### config.mk
export PLATFORM = sky130hd
export DESIGN_NAME = erf_rx_filter
export DESIGN_NICKNAME = d
export VERILOG_FILES = /design/src/erf_pkg.sv /design/src/erf_rx_filter.sv /design/src/erf_crc.sv
export SDC_FILE = /design/constraint.sdc
export NUM_CORES = 2
export LEC_CHECK = 0
export BUFFER_PORTS_ARGS = -buffer_cell sky130_fd_sc_hd__buf_4
export CORE_MARGIN = 2
export CORE_UTILIZATION = 25
export CTS_CLUSTER_DIAMETER = 40
export DETAILED_ROUTE_END_ITERATION = 6
export PLACE_DENSITY = 0.51
export RECOVER_POWER = 100
export SLEW_MARGIN = 40
export SYNTH_ARGS = -nofsm -noshare
export SYNTH_HDL_FRONTEND = slang
export SYNTH_SLANG_ARGS = --single-unit
### constraint.sdc
create_clock -name MCLK -period 5 [get_ports MCLK]
set_clock_uncertainty 0.05 [all_clocks]
set_input_delay 1 -clock MCLK [delete_from_list [all_inputs] [get_ports MCLK]]
set_output_delay 1 -clock MCLK [all_outputs]
set_load 0.05 [all_outputs]
### src/erf_pkg.sv
// Shared constants and types of the receive filter and classifier.
// Assumes one 125 MHz clock; MII pins arrive unsynchronised.
package erf_pkg;

  // ---------------------------------------------------------------
  // Sizes and frame constants
  // ---------------------------------------------------------------
  localparam int NUM_CH = 8;
  localparam int CH_W = 3;
  localparam logic [15:0] MIN_FRAME_LEN = 16'h0040;
  localparam logic [15:0] CRC_PASS_LEN = 16'h0014;
  localparam logic [15:0] TAG_TYPE = 16'h8100;
  localparam logic [15:0] CTL_TYPE = 16'h8808;
  localparam logic [15:0] LEN_LIMIT_RST = 16'h05EE;
  localparam logic [31:0] SHUTDOWN_CP = 32'hFFFFFFFC;
  localparam logic [31:0] CRC_INIT = 32'hFFFFFFFF;
  localparam logic [31:0] CRC_POLY = 32'hEDB88320;
  localparam logic [31:0] CRC_RESIDUE = 32'hDEBB20E3;

  // ---------------------------------------------------------------
  // Register byte offsets
  // ---------------------------------------------------------------
  localparam logic [7:0] OFS_SLOT = 8'h00;
  localparam logic [7:0] OFS_UPPER = 8'h04;
  localparam logic [7:0] OFS_LOWER = 8'h08;
  localparam logic [7:0] OFS_CFG = 8'h0C;
  localparam logic [7:0] OFS_DROP = 8'h10;
  localparam logic [7:0] OFS_LIMIT = 8'h14;
  localparam logic [7:0] OFS_SHUT = 8'h18;
  localparam logic [7:0] OFS_CHEN = 8'h1C;
  localparam logic [7:0] OFS_STAT = 8'h20;
  localparam logic [2:0] GRP_FREE = 3'h2;
  localparam logic [2:0] GRP_HEAD = 3'h3;
  localparam logic [2:0] GRP_CP = 3'h4;

  // ---------------------------------------------------------------
  // Field positions of rx_filter_config
  // ---------------------------------------------------------------
  localparam int CFG_PROM_CH = 0;
  localparam int CFG_BC_CH = 8;
  localparam int CFG_BC_EN = 13;
  localparam int CFG_CTL_ACC = 16;
  localparam int CFG_SHORT_ACC = 17;
  localparam int CFG_ERR_ACC = 18;
  localparam int CFG_ALL_ACC = 19;
  localparam int CFG_PRIO_DROP = 29;
  localparam int CFG_KEEP_FCS = 30;
  localparam logic [31:0] CFG_RST = 32'h00000000;

  // ---------------------------------------------------------------
  // Types
  // ---------------------------------------------------------------
  typedef enum logic [2:0] {
    CLS_PROPER = 3'h0,
    CLS_OVERSIZE = 3'h1,
    CLS_JABBER = 3'h2,
    CLS_UNDERSIZE = 3'h3,
    CLS_FRAGMENT = 3'h4,
    CLS_ERRORED = 3'h5
  } erf_class_t;

  typedef struct packed {
    logic accept;
    logic drop;
    logic high_prio;
    logic ctl;
    erf_class_t cls;
    logic [2:0] chan;
  } erf_status_t;

  typedef struct packed {
    logic dv;
    logic er;
    logic [3:0] d;
  } erf_mii_t;

  typedef enum logic [3:0] {
    ST_IDLE = 4'b0001,
    ST_PRE = 4'b0010,
    ST_DATA = 4'b0100,
    ST_FLUSH = 4'b1000
  } erf_state_t;

endpackage

### src/erf_rx_filter.sv
// Receive address filter, priority dropper, teardown and frame classifier.
// Assumes an AHB-Lite master, an MII PHY and a DMA engine on MCLK.
`timescale 1ns/1ps
`default_nettype none
// Notes on behaviour
// - Eight station addresses share upper 40 bits; lowest byte per channel.
// - Type 8100h marks a tagged frame; next two octets are the tag.
// - Tag bits 15-13 give priority; 0-3 low, 4-7 high.
// - Frames with any other type field are low priority.
// - Drop low-priority frame when channel spare count is at or below level.
// - Priority dropping works only while its enable bit is set.
// - Each consumed buffer lowers its channel spare count by one, down to zero.
// - Writes to a spare count add to it; count tops out at 65535.
// - Teardown finishes frame, flags descriptor, clears head, interrupts, loads FFFFFFFCh.
// - Teardown never changes channel enables.
// - Idle-channel teardown interrupts, no descriptor; pointer reads FFFFFFFCh.
// - Proper frame: 64 bytes to length limit, no code, alignment or CRC error.
// - Longer than limit is long: oversize if clean, jabber if errored.
// - Length limit resets to 1518 bytes.
// - Under 64 bytes is short: undersized if clean, fragment if errored.
// - Frames of 20 bytes or less always keep their CRC bytes.
// - Long frames deliver exactly limit bytes, whatever the keep-FCS bit.
// - Four accept bits admit control, short, error and unmatched-address frames.
module erf_rx_filter (
  // Clock and reset
  input wire logic MCLK,
  input wire logic NRST,
  // AHB-Lite slave
  input wire logic HSEL,
  input wire logic [31:0] HADDR,
  input wire logic [1:0] HTRANS,
  input wire logic HWRITE,
  input wire logic [2:0] HSIZE,
  input wire logic [31:0] HWDATA,
  input wire logic HREADY,
  output logic [31:0] HRDATA,
  output logic HREADYOUT,
  output logic HRESP,
  // MII receive pins
  input wire logic MII_RXCLK,
  input wire logic MII_RXDV,
  input wire logic MII_RXER,
  input wire logic [3:0] MII_RXD,
  // Buffer consumption from the DMA engine
  input wire logic BUF_USED,
  input wire logic [erf_pkg::CH_W-1:0] BUF_CHAN,
  // Frame byte stream and end-of-frame status
  output logic OUT_VALID,
  output logic [7:0] OUT_BYTE,
  output logic OUT_END,
  output erf_pkg::erf_status_t OUT_STATUS,
  // Teardown events
  output logic TDOWN_EVT,
  output logic [erf_pkg::CH_W-1:0] TDOWN_CHAN,
  output logic TDOWN_DESC,
  output logic RX_IRQ
);
  import erf_pkg::*;

  // ---------------------------------------------------------------
  // Declarations
  // ---------------------------------------------------------------
  logic a_wr;
  logic a_rd;
  logic [7:0] a_addr;
  logic [2:0] a_grp;
  logic [CH_W-1:0] a_ch;
  logic [31:0] rd_mux;
  logic [CH_W-1:0] slot_sel;
  logic [31:0] addr_upper;
  logic [7:0] addr_shared;
  logic [7:0] addr_lsb [NUM_CH];
  logic [31:0] cfg;
  logic [15:0] drop_level;
  logic [15:0] len_limit;
  logic [NUM_CH-1:0] chan_en;
  logic [15:0] spare [NUM_CH];
  logic [31:0] head_ptr [NUM_CH];
  logic [31:0] comp_ptr [NUM_CH];
  logic [NUM_CH-1:0] tdown_pend;
  logic td_go;
  logic [CH_W-1:0] td_ch;
  erf_status_t last_status;
  logic [2:0] clk_sync;
  erf_mii_t mii_s1;
  erf_mii_t mii_s2;
  logic rx_fall;
  erf_state_t state;
  logic nib_phase;
  logic [3:0] nib_lo;
  logic [7:0] new_byte;
  logic byte_stb;
  logic [15:0] len;
  logic [15:0] out_idx;
  logic [7:0] dl [4];
  logic [2:0] fill;
  logic [47:0] dest;
  logic [15:0] ltype;
  logic [2:0] prio;
  logic code_err;
  logic align_err;
  logic keep_tail;
  logic crc_ok;
  logic [NUM_CH-1:0] uc_hit;
  erf_status_t fstat;

  // ---------------------------------------------------------------
  // AHB-Lite slave
  // ---------------------------------------------------------------
  assign a_grp = a_addr[7:5];
  assign a_ch = a_addr[4:2];

  // Reads take one wait state.
  always_ff @(posedge MCLK) begin
    if (!NRST) begin
      a_wr <= 1'b0;
      a_rd <= 1'b0;
      a_addr <= 8'h00;
      HREADYOUT <= 1'b1;
      HRESP <= 1'b0;
      HRDATA <= 32'h00000000;
    end else begin
      a_wr <= HSEL && HTRANS[1] && HREADY && HWRITE;
      if (HSEL && HTRANS[1] && HREADY) begin
        a_addr <= HADDR[7:0];
      end
      if (HSEL && HTRANS[1] && HREADY && !HWRITE) begin
        a_rd <= 1'b1;
        HREADYOUT <= 1'b0;
      end else if (a_rd) begin
        a_rd <= 1'b0;
        HREADYOUT <= 1'b1;
        HRDATA <= rd_mux;
      end
    end
  end

  // Read multiplexer; unmapped words read as zero.
  always_comb begin
    rd_mux = 32'h00000000;
    case (a_grp)
      GRP_FREE: rd_mux = {16'h0000, spare[a_ch]};
      GRP_HEAD: rd_mux = head_ptr[a_ch];
      GRP_CP: rd_mux = comp_ptr[a_ch];
      3'h0: begin
        case (a_addr)
          OFS_SLOT: rd_mux = {29'h00000000, slot_sel};
          OFS_UPPER: rd_mux = addr_upper;
          OFS_LOWER: rd_mux = {16'h0000, addr_shared, addr_lsb[slot_sel]};
          OFS_CFG: rd_mux = cfg;
          OFS_DROP: rd_mux = {16'h0000, drop_level};
          OFS_LIMIT: rd_mux = {16'h0000, len_limit};
          OFS_CHEN: rd_mux = {24'h000000, chan_en};
          default: rd_mux = 32'h00000000;
        endcase
      end
      3'h1: begin
        if (a_addr == OFS_STAT) begin
          rd_mux = {22'h000000, last_status};
        end
      end
      default: rd_mux = 32'h00000000;
    endcase
  end

  // ---------------------------------------------------------------
  // Configuration registers
  // ---------------------------------------------------------------
  // Teardown has no path into chan_en, so enables survive it.
  always_ff @(posedge MCLK) begin
    if (!NRST) begin
      slot_sel <= 3'h0;
      addr_upper <= 32'h00000000;
      addr_shared <= 8'h00;
      cfg <= CFG_RST;
      drop_level <= 16'h0000;
      len_limit <= LEN_LIMIT_RST;
      chan_en <= 8'h00;
    end else if (a_wr) begin
      case (a_addr)
        OFS_SLOT: slot_sel <= HWDATA[CH_W-1:0];
        OFS_UPPER: addr_upper <= HWDATA;
        OFS_LOWER: addr_shared <= HWDATA[15:8];
        OFS_CFG: cfg <= HWDATA;
        OFS_DROP: drop_level <= HWDATA[15:0];
        OFS_LIMIT: len_limit <= HWDATA[15:0];
        OFS_CHEN: chan_en <= HWDATA[NUM_CH-1:0];
        default: ;
      endcase
    end
  end

  // ---------------------------------------------------------------
  // Per-channel station bytes, spare counts and address match
  // ---------------------------------------------------------------
  generate
    for (genvar c = 0; c < NUM_CH; c++) begin : g_ch
      logic add_wr;
      logic [16:0] sum;
      logic [15:0] sat;
      assign add_wr = a_wr && (a_grp == GRP_FREE) && (a_ch == CH_W'(c));
      assign sum = {1'b0, spare[c]} + {1'b0, (add_wr ? HWDATA[15:0] : 16'h0000)};
      assign sat = sum[16] ? 16'hFFFF : sum[15:0];

      // Lower write lands in the selected slot.
      always_ff @(posedge MCLK) begin
        if (!NRST) begin
          addr_lsb[c] <= 8'h00;
        end else if (a_wr && a_addr == OFS_LOWER && slot_sel == CH_W'(c)) begin
          addr_lsb[c] <= HWDATA[7:0];
        end
      end

      // Refill and consumption in one cycle both apply.
      always_ff @(posedge MCLK) begin
        if (!NRST) begin
          spare[c] <= 16'h0000;
        end else if (BUF_USED && BUF_CHAN == CH_W'(c) && sat != 16'h0000) begin
          spare[c] <= sat - 16'h0001;
        end else begin
          spare[c] <= sat;
        end
      end

      assign uc_hit[c] = chan_en[c] && (dest == {addr_upper, addr_shared, addr_lsb[c]});
    end
  endgenerate

  // ---------------------------------------------------------------
  // Teardown
  // ---------------------------------------------------------------
  // Served between frames, so a frame in flight completes.
  assign td_go = (state == ST_IDLE) && (tdown_pend != 8'h00);

  // Lowest pending channel is served first.
  always_comb begin
    td_ch = 3'h0;
    for (int i = NUM_CH - 1; i >= 0; i--) begin
      if (tdown_pend[i]) begin
        td_ch = CH_W'(i);
      end
    end
  end

  // A request in the serving cycle is kept.
  always_ff @(posedge MCLK) begin
    if (!NRST) begin
      tdown_pend <= 8'h00;
    end else begin
      if (td_go) begin
        tdown_pend[td_ch] <= 1'b0;
      end
      if (a_wr && a_addr == OFS_SHUT) begin
        tdown_pend[HWDATA[CH_W-1:0]] <= 1'b1;
      end
    end
  end

  // Head and completion pointers; teardown overrides a host write.
  always_ff @(posedge MCLK) begin
    if (!NRST) begin
      for (int i = 0; i < NUM_CH; i++) begin
        head_ptr[i] <= 32'h00000000;
        comp_ptr[i] <= 32'h00000000;
      end
    end else begin
      if (a_wr && a_grp == GRP_HEAD) begin
        head_ptr[a_ch] <= HWDATA;
      end
      if (a_wr && a_grp == GRP_CP) begin
        comp_ptr[a_ch] <= HWDATA;
      end
      if (td_go) begin
        head_ptr[td_ch] <= 32'h00000000;
        comp_ptr[td_ch] <= SHUTDOWN_CP;
      end
    end
  end

  // Descriptor flag needs an enabled channel with a chain.
  always_ff @(posedge MCLK) begin
    if (!NRST) begin
      TDOWN_EVT <= 1'b0;
      TDOWN_CHAN <= 3'h0;
      TDOWN_DESC <= 1'b0;
      RX_IRQ <= 1'b0;
    end else begin
      TDOWN_EVT <= td_go;
      TDOWN_CHAN <= td_ch;
      TDOWN_DESC <= td_go && chan_en[td_ch] && head_ptr[td_ch] != 32'h00000000;
      RX_IRQ <= td_go;
    end
  end

  // ---------------------------------------------------------------
  // MII input synchronisers
  // ---------------------------------------------------------------
  // Falling-edge sampling hits the middle of the data eye.
  always_ff @(posedge MCLK) begin
    if (!NRST) begin
      clk_sync <= 3'h0;
      mii_s1 <= '0;
      mii_s2 <= '0;
    end else begin
      clk_sync <= {clk_sync[1:0], MII_RXCLK};
      mii_s1 <= {MII_RXDV, MII_RXER, MII_RXD};
      mii_s2 <= mii_s1;
    end
  end

  assign rx_fall = clk_sync[2] && !clk_sync[1];
  assign new_byte = {mii_s2.d, nib_lo};
  assign byte_stb = (state == ST_DATA) && rx_fall && mii_s2.dv && nib_phase;

  erf_crc u_crc (
    .clk(MCLK),
    .rst_n(NRST),
    .clear(state == ST_IDLE),
    .en(byte_stb),
    .data(new_byte),
    .ok(crc_ok)
  );

  // ---------------------------------------------------------------
  // Classification and acceptance
  // ---------------------------------------------------------------
  always_comb begin
    logic err;
    logic kind_ok;
    logic ctl_ok;
    logic [CH_W-1:0] m_ch;
    logic match;
    kind_ok = 1'b0;
    ctl_ok = 1'b0;
    err = !crc_ok || code_err || align_err;
    m_ch = 3'h0;
    match = 1'b0;
    for (int i = NUM_CH - 1; i >= 0; i--) begin
      if (uc_hit[i]) begin
        m_ch = CH_W'(i);
        match = 1'b1;
      end
    end
    if (!match && dest == 48'hFFFFFFFFFFFF && cfg[CFG_BC_EN]) begin
      m_ch = cfg[CFG_BC_CH +: CH_W];
      match = 1'b1;
    end
    fstat.ctl = (ltype == CTL_TYPE);
    fstat.high_prio = (ltype == TAG_TYPE) && prio[2];
    if (len > len_limit) begin
      fstat.cls = err ? CLS_JABBER : CLS_OVERSIZE;
    end else if (len < MIN_FRAME_LEN) begin
      fstat.cls = err ? CLS_FRAGMENT : CLS_UNDERSIZE;
    end else begin
      fstat.cls = err ? CLS_ERRORED : CLS_PROPER;
    end
    // Short frames need their bit; errored ones also the error bit.
    unique case (fstat.cls)
      CLS_PROPER: kind_ok = 1'b1;
      CLS_UNDERSIZE: kind_ok = cfg[CFG_SHORT_ACC];
      CLS_FRAGMENT: kind_ok = cfg[CFG_SHORT_ACC] && cfg[CFG_ERR_ACC];
      default: kind_ok = cfg[CFG_ERR_ACC];
    endcase
    ctl_ok = !fstat.ctl || cfg[CFG_CTL_ACC];
    if (!match) begin
      m_ch = cfg[CFG_PROM_CH +: CH_W];
    end
    fstat.chan = m_ch;
    fstat.drop = cfg[CFG_PRIO_DROP] && !fstat.high_prio && spare[m_ch] <= drop_level;
    fstat.accept = (match || cfg[CFG_ALL_ACC]) && kind_ok && ctl_ok && !fstat.drop;
  end

  // ---------------------------------------------------------------
  // Frame receive state machine and byte delivery
  // ---------------------------------------------------------------
  // Four bytes are held back so the CRC can be stripped.
  always_ff @(posedge MCLK) begin
    if (!NRST) begin
      state <= ST_IDLE;
      nib_phase <= 1'b0;
      nib_lo <= 4'h0;
      len <= 16'h0000;
      out_idx <= 16'h0000;
      fill <= 3'h0;
      for (int i = 0; i < 4; i++) begin
        dl[i] <= 8'h00;
      end
      dest <= 48'h000000000000;
      ltype <= 16'h0000;
      prio <= 3'h0;
      code_err <= 1'b0;
      align_err <= 1'b0;
      keep_tail <= 1'b0;
      OUT_VALID <= 1'b0;
      OUT_BYTE <= 8'h00;
      OUT_END <= 1'b0;
      OUT_STATUS <= '0;
      last_status <= '0;
    end else begin
      OUT_VALID <= 1'b0;
      OUT_END <= 1'b0;
      unique case (state)
        ST_IDLE: begin
          nib_phase <= 1'b0;
          len <= 16'h0000;
          out_idx <= 16'h0000;
          fill <= 3'h0;
          dest <= 48'h000000000000;
          ltype <= 16'h0000;
          prio <= 3'h0;
          code_err <= 1'b0;
          align_err <= 1'b0;
          if (rx_fall && mii_s2.dv) begin
            state <= ST_PRE;
          end
        end
        ST_PRE: begin
          if (rx_fall && !mii_s2.dv) begin
            state <= ST_IDLE;
          end else if (rx_fall && mii_s2.d == 4'hD) begin
            state <= ST_DATA;
          end
        end
        ST_DATA: begin
          if (rx_fall && !mii_s2.dv) begin
            align_err <= nib_phase;
            keep_tail <= cfg[CFG_KEEP_FCS] || len <= CRC_PASS_LEN || len > len_limit;
            state <= ST_FLUSH;
          end else if (rx_fall) begin
            if (mii_s2.er) begin
              code_err <= 1'b1;
            end
            nib_phase <= !nib_phase;
            if (!nib_phase) begin
              nib_lo <= mii_s2.d;
            end
          end
          if (byte_stb) begin
            if (len != 16'hFFFF) begin
              len <= len + 16'h0001;
            end
            dl[0] <= new_byte;
            dl[1] <= dl[0];
            dl[2] <= dl[1];
            dl[3] <= dl[2];
            if (fill == 3'h4) begin
              out_idx <= out_idx + 16'h0001;
              OUT_VALID <= out_idx < len_limit;
              OUT_BYTE <= dl[3];
            end else begin
              fill <= fill + 3'h1;
            end
            if (len < 16'h0006) begin
              dest <= {dest[39:0], new_byte};
            end
            if (len == 16'h000C) begin
              ltype[15:8] <= new_byte;
            end
            if (len == 16'h000D) begin
              ltype[7:0] <= new_byte;
            end
            if (len == 16'h000E) begin
              prio <= new_byte[7:5];
            end
          end
        end
        ST_FLUSH: begin
          // Without keep_tail the held bytes are the check sequence.
          if (keep_tail && fill != 3'h0 && out_idx < len_limit) begin
            OUT_VALID <= 1'b1;
            OUT_BYTE <= dl[2'(fill - 3'h1)];
            fill <= fill - 3'h1;
            out_idx <= out_idx + 16'h0001;
          end else begin
            OUT_END <= 1'b1;
            OUT_STATUS <= fstat;
            last_status <= fstat;
            state <= ST_IDLE;
          end
        end
      endcase
    end
  end
endmodule
`default_nettype wire

### src/erf_crc.sv
// Byte-wide frame check sequence checker.
// Assumes bytes arrive least significant bit first, as on the wire.
`timescale 1ns/1ps
`default_nettype none
module erf_crc (
  // Clock and reset
  input wire logic clk,
  input wire logic rst_n,
  // Byte input
  input wire logic clear,
  input wire logic en,
  input wire logic [7:0] data,
  // Result
  output logic ok
);
  import erf_pkg::*;

  logic [31:0] crc;
  logic [31:0] next_crc;

  // Bitwise reflected update, eight steps per byte.
  always_comb begin
    next_crc = crc;
    for (int i = 0; i < 8; i++) begin
      if (next_crc[0] ^ data[i]) begin
        next_crc = (next_crc >> 1) ^ CRC_POLY;
      end else begin
        next_crc = next_crc >> 1;
      end
    end
  end

  // Remainder restarts with each frame.
  always_ff @(posedge clk) begin
    if (!rst_n || clear) begin
      crc <= CRC_INIT;
    end else if (en) begin
      crc <= next_crc;
    end
  end

  // After the check bytes the remainder is a fixed residue.
  assign ok = (crc == CRC_RESIDUE);
endmodule
`default_nettype wire

==> results_dict.tcl <==
set metrics [dict create \
    outcome "complete, but fails checks" \
    violations "design-rule violations, max-capacitance violations, max-slew violations, negative setup slack" \
    synth_flop_cell "dfxtp_1" \
    syn_area_um2 62800 \
    slew_headroom_pct -106 \
    vias 59121 \
    initial_core_util_pct 25.2 \
    arrival_ns 5.73 \
    finalSetupViolCount 1 \
    power.density_nw_per_um2 321 \
    hpwl_um 179000 \
    end_kind "flop" \
    yosysUniqueCellTypes 101 \
    antenna_found_initial 15 \
    cts-buffers-inserted 194 \
    placedCellCount 10920 \
    chipHeight_um 505 \
    clock_sinks 1092 \
    grt_remaining_overflow 0 \
    hold_viol_final 0 \
    synth_top_area_cell "dfxtp_1" \
    drt.antenna.violating_nets 0 \
    synth_area_leaders "dfxtp_1 (28%), edfxtp_1 (11%), mux4_2 (7.5%)" \
    yosys.area.top_type_share_pct 27.7 \
    fin_crit_sh_pct 101 \
    drtIter0Drc 6146 \
    rsz0062_at_grt "yes" \
    max_freq_mhz 199 \
    setup_ws_ns -0.0259 \
    path_clk_slew_ns 0.06 \
    synth_edf_count 224 \
    fin_tns_setup_ns -0.0259 \
    avgSynthCellArea_um2 8.62 \
    grt_pass1_vias 56606 \
    min_path_type "primary input to flop" \
    dp_slack_ns -0.307 \
    portBuffers 115 \
    grt_pass1_wl_um 373000 \
    synth_common_cells "nand2_1 (1087), dfxtp_1 (868), nand3_1 (757)" \
    drive_above_1_share_pct 19.1 \
    htreeDepth 4 \
    dpl_cell_area_um2 71600 \
    vias_per_cell 5.22 \
    syn2layout_area_growth_pct 26.0 \
    cts_tree "built" \
    crit_type "flop to flop" \
    die_area_um2 255000 \
    worst_setup_path_start_kind "flop" \
    syn_inst 7278 \
    cpPeakStageDelay_ns 0.42 \
    fin_area_um2 79100 \
    first_pass_iters 7 \
    track_usage_pct 19.1 \
    finalWeightedCongestion 0.944 \
    worstMarginPinSlew_ns 3.09 \
    ys_seq_elements 1092 \
    required_ns 5.70 \
    path_max_fanout 5 \
    insertion_delay_ns 0.87 \
    crit_family "simple AND/OR/NAND/NOR gates" \
    fp.coreArea_um2 249000 \
    seq_area_frac_synth_pct 38.4 \
    ir_worst_vdd_mv 0.418 \
    p_leak_uw 0.0301 \
    cts_buffer_depth 3 \
    synth-async-reset-ratio_pct 0 \
    worstPathBufferInverterCount 6 \
    die_x_um 505 \
    yosysMostFrequentCell "nand2_1" \
    rows 183 \
    drc 1 \
    io_pins 145 \
    slowest_stage "mux4_2" \
    post_drt_wl_per_cell_um 22.5 \
    stdcell_count 11327 \
    fin_nets 8121 \
    drv_cap 12 \
    slew_viol_final 632 \
    grt_max_degree 172 \
    wl_um 255000 \
    yosysWarnings 0 \
    cts_root_buffer "clkbuf_16" \
    period_needed_ns 5.03 \
]
cells in the final DEF (no fill, tap or decap), types with 22 or more instances in the layout:
cell type      n
a222oi_1      25
nor2b_1       27
or3_1         33
o31ai_1       25
mux2i_1      100
inv_1         93
nor2_2        25
xnor2_1      216
nand2_1     1082
a22oi_1       56
xor2_1       137
clkbuf_16    199
and3_1        77
nor2_1       389
buf_4        637
clkbuf_1     108
mux2_2        31
nand4_1       84
nand2b_1      38
a21oi_1      685
conb_1       129
nor3_1       109
dfxtp_1      854
o211ai_1     131
a31oi_1       26
o21ai_0      158
ha_1         186
clkbuf_2      26
edfxtp_1     224
clkinvlp_4    22
o21a_1        42
and2_0        58
o22ai_1       30
nand3_1      757
and2_1       166
nor4_1        95
mux4_2       208
a21o_1        74
buf_12        26
path summary, 6_finish.rpt:
| check | start | depth (start not counted) | slack (ns) | endpoint |
|---|---|---|---|---|
| max | addr_upper[4] | 26 | -0.03 | last_status[9] |
| min | HWRITE | 2 | 0.28 | a_rd |
| max reg2reg | addr_upper[4] | 26 | -0.03 | last_status[9] |
| min reg2reg | mii_s1[1] | 1 | 0.39 | mii_s2[1] |
where the power goes:
group | switching [uW] | total [uW] | internal [uW]
registers | 194 | 9310 | 9120
clock network | 5250 | 13800 | 8530
logic | 1590 | 2280 | 692
total | 7040 | 25400 | 18300
area by class of cell:
class | instances | area [um^2]
Tap cell | 3330 | 4170
Clock buffer | 233 | 5260
Inverter | 94 | 355
Fill cell | 26116 | 170000
Timing Repair Buffer | 812 | 6140
Sequential cell | 1092 | 24100
Antenna cell | 1 | 2.50
Multi-Input combinational cell | 5634 | 37500
Clock inverter | 131 | 1610
sequential cells by signal, summed over array words and instances, names as in the netlist, 8 cells and up, named ones only:
| register | count |
|---|---|
| tdown_pend | 8 |
| HRDATA | 32 |
| len_limit | 16 |
| dl | 32 |
| last_status | 10 |
| ltype | 16 |
| addr_shared | 8 |
| u_crc.crc | 32 |
| spare | 128 |
| cfg | 32 |
| dest | 48 |
| head_ptr | 256 |
| len | 16 |
| a_addr | 8 |
| OUT_BYTE | 8 |
| drop_level | 16 |
| out_idx | 16 |
| addr_lsb | 64 |
| chan_en | 8 |
| comp_ptr | 256 |
| addr_upper | 32 |
metrics by stage:
stage	util (%)	hold WS, ns	power, uW
finish	31.8	0.281	25400
CTS	31.6	0.231	25600
global placement	28.7	0.376	11700
floorplan	-	0.362	10800
global route	31.8	0.260	26100
detailed placement	28.7	0.376	11700
logic make-up (layout without fill, tap and decap cells):
logic type               Yosys count  count (layout)  share of synthesized area (%)
AND/OR/NAND/NOR                 3117            3118                           23.8
AO/OA/AOI/OAI                   1467            1467                           14.6
flip-flops                      1092            1092                           38.4
buffers and inverters            680            1270                           4.14
XOR/XNOR                         360             360                           5.02
multiplexers                     352             352                           9.85
adder cells (fa/ha/maj)          208             208                           4.24
other                              2             130                         0.0120
routing by layer:
layer	share of wire, %	wire [um]	track usage (%)	vias to the layer above
met1	41	105000	24.5	28938
met5	0.020	52	0	-
li1	-	-	-	27363
met4	5.2	13300	9.34	8
met2	47	119000	31.3	2335
met3	6.7	17000	2.84	477
timing repair:
item | 4_1_cts | 5_1_grt
buffers inserted | 15 | 24
setup endpoints to repair | 84 | 111
hold buffers | 0 | 0
endpoints found under the hold margin | 0 | 0
gates resized for setup | 41 | 147
pin swaps | 22 | 57
cloned | 1 | 4
(Power assumes the default switching activity.)
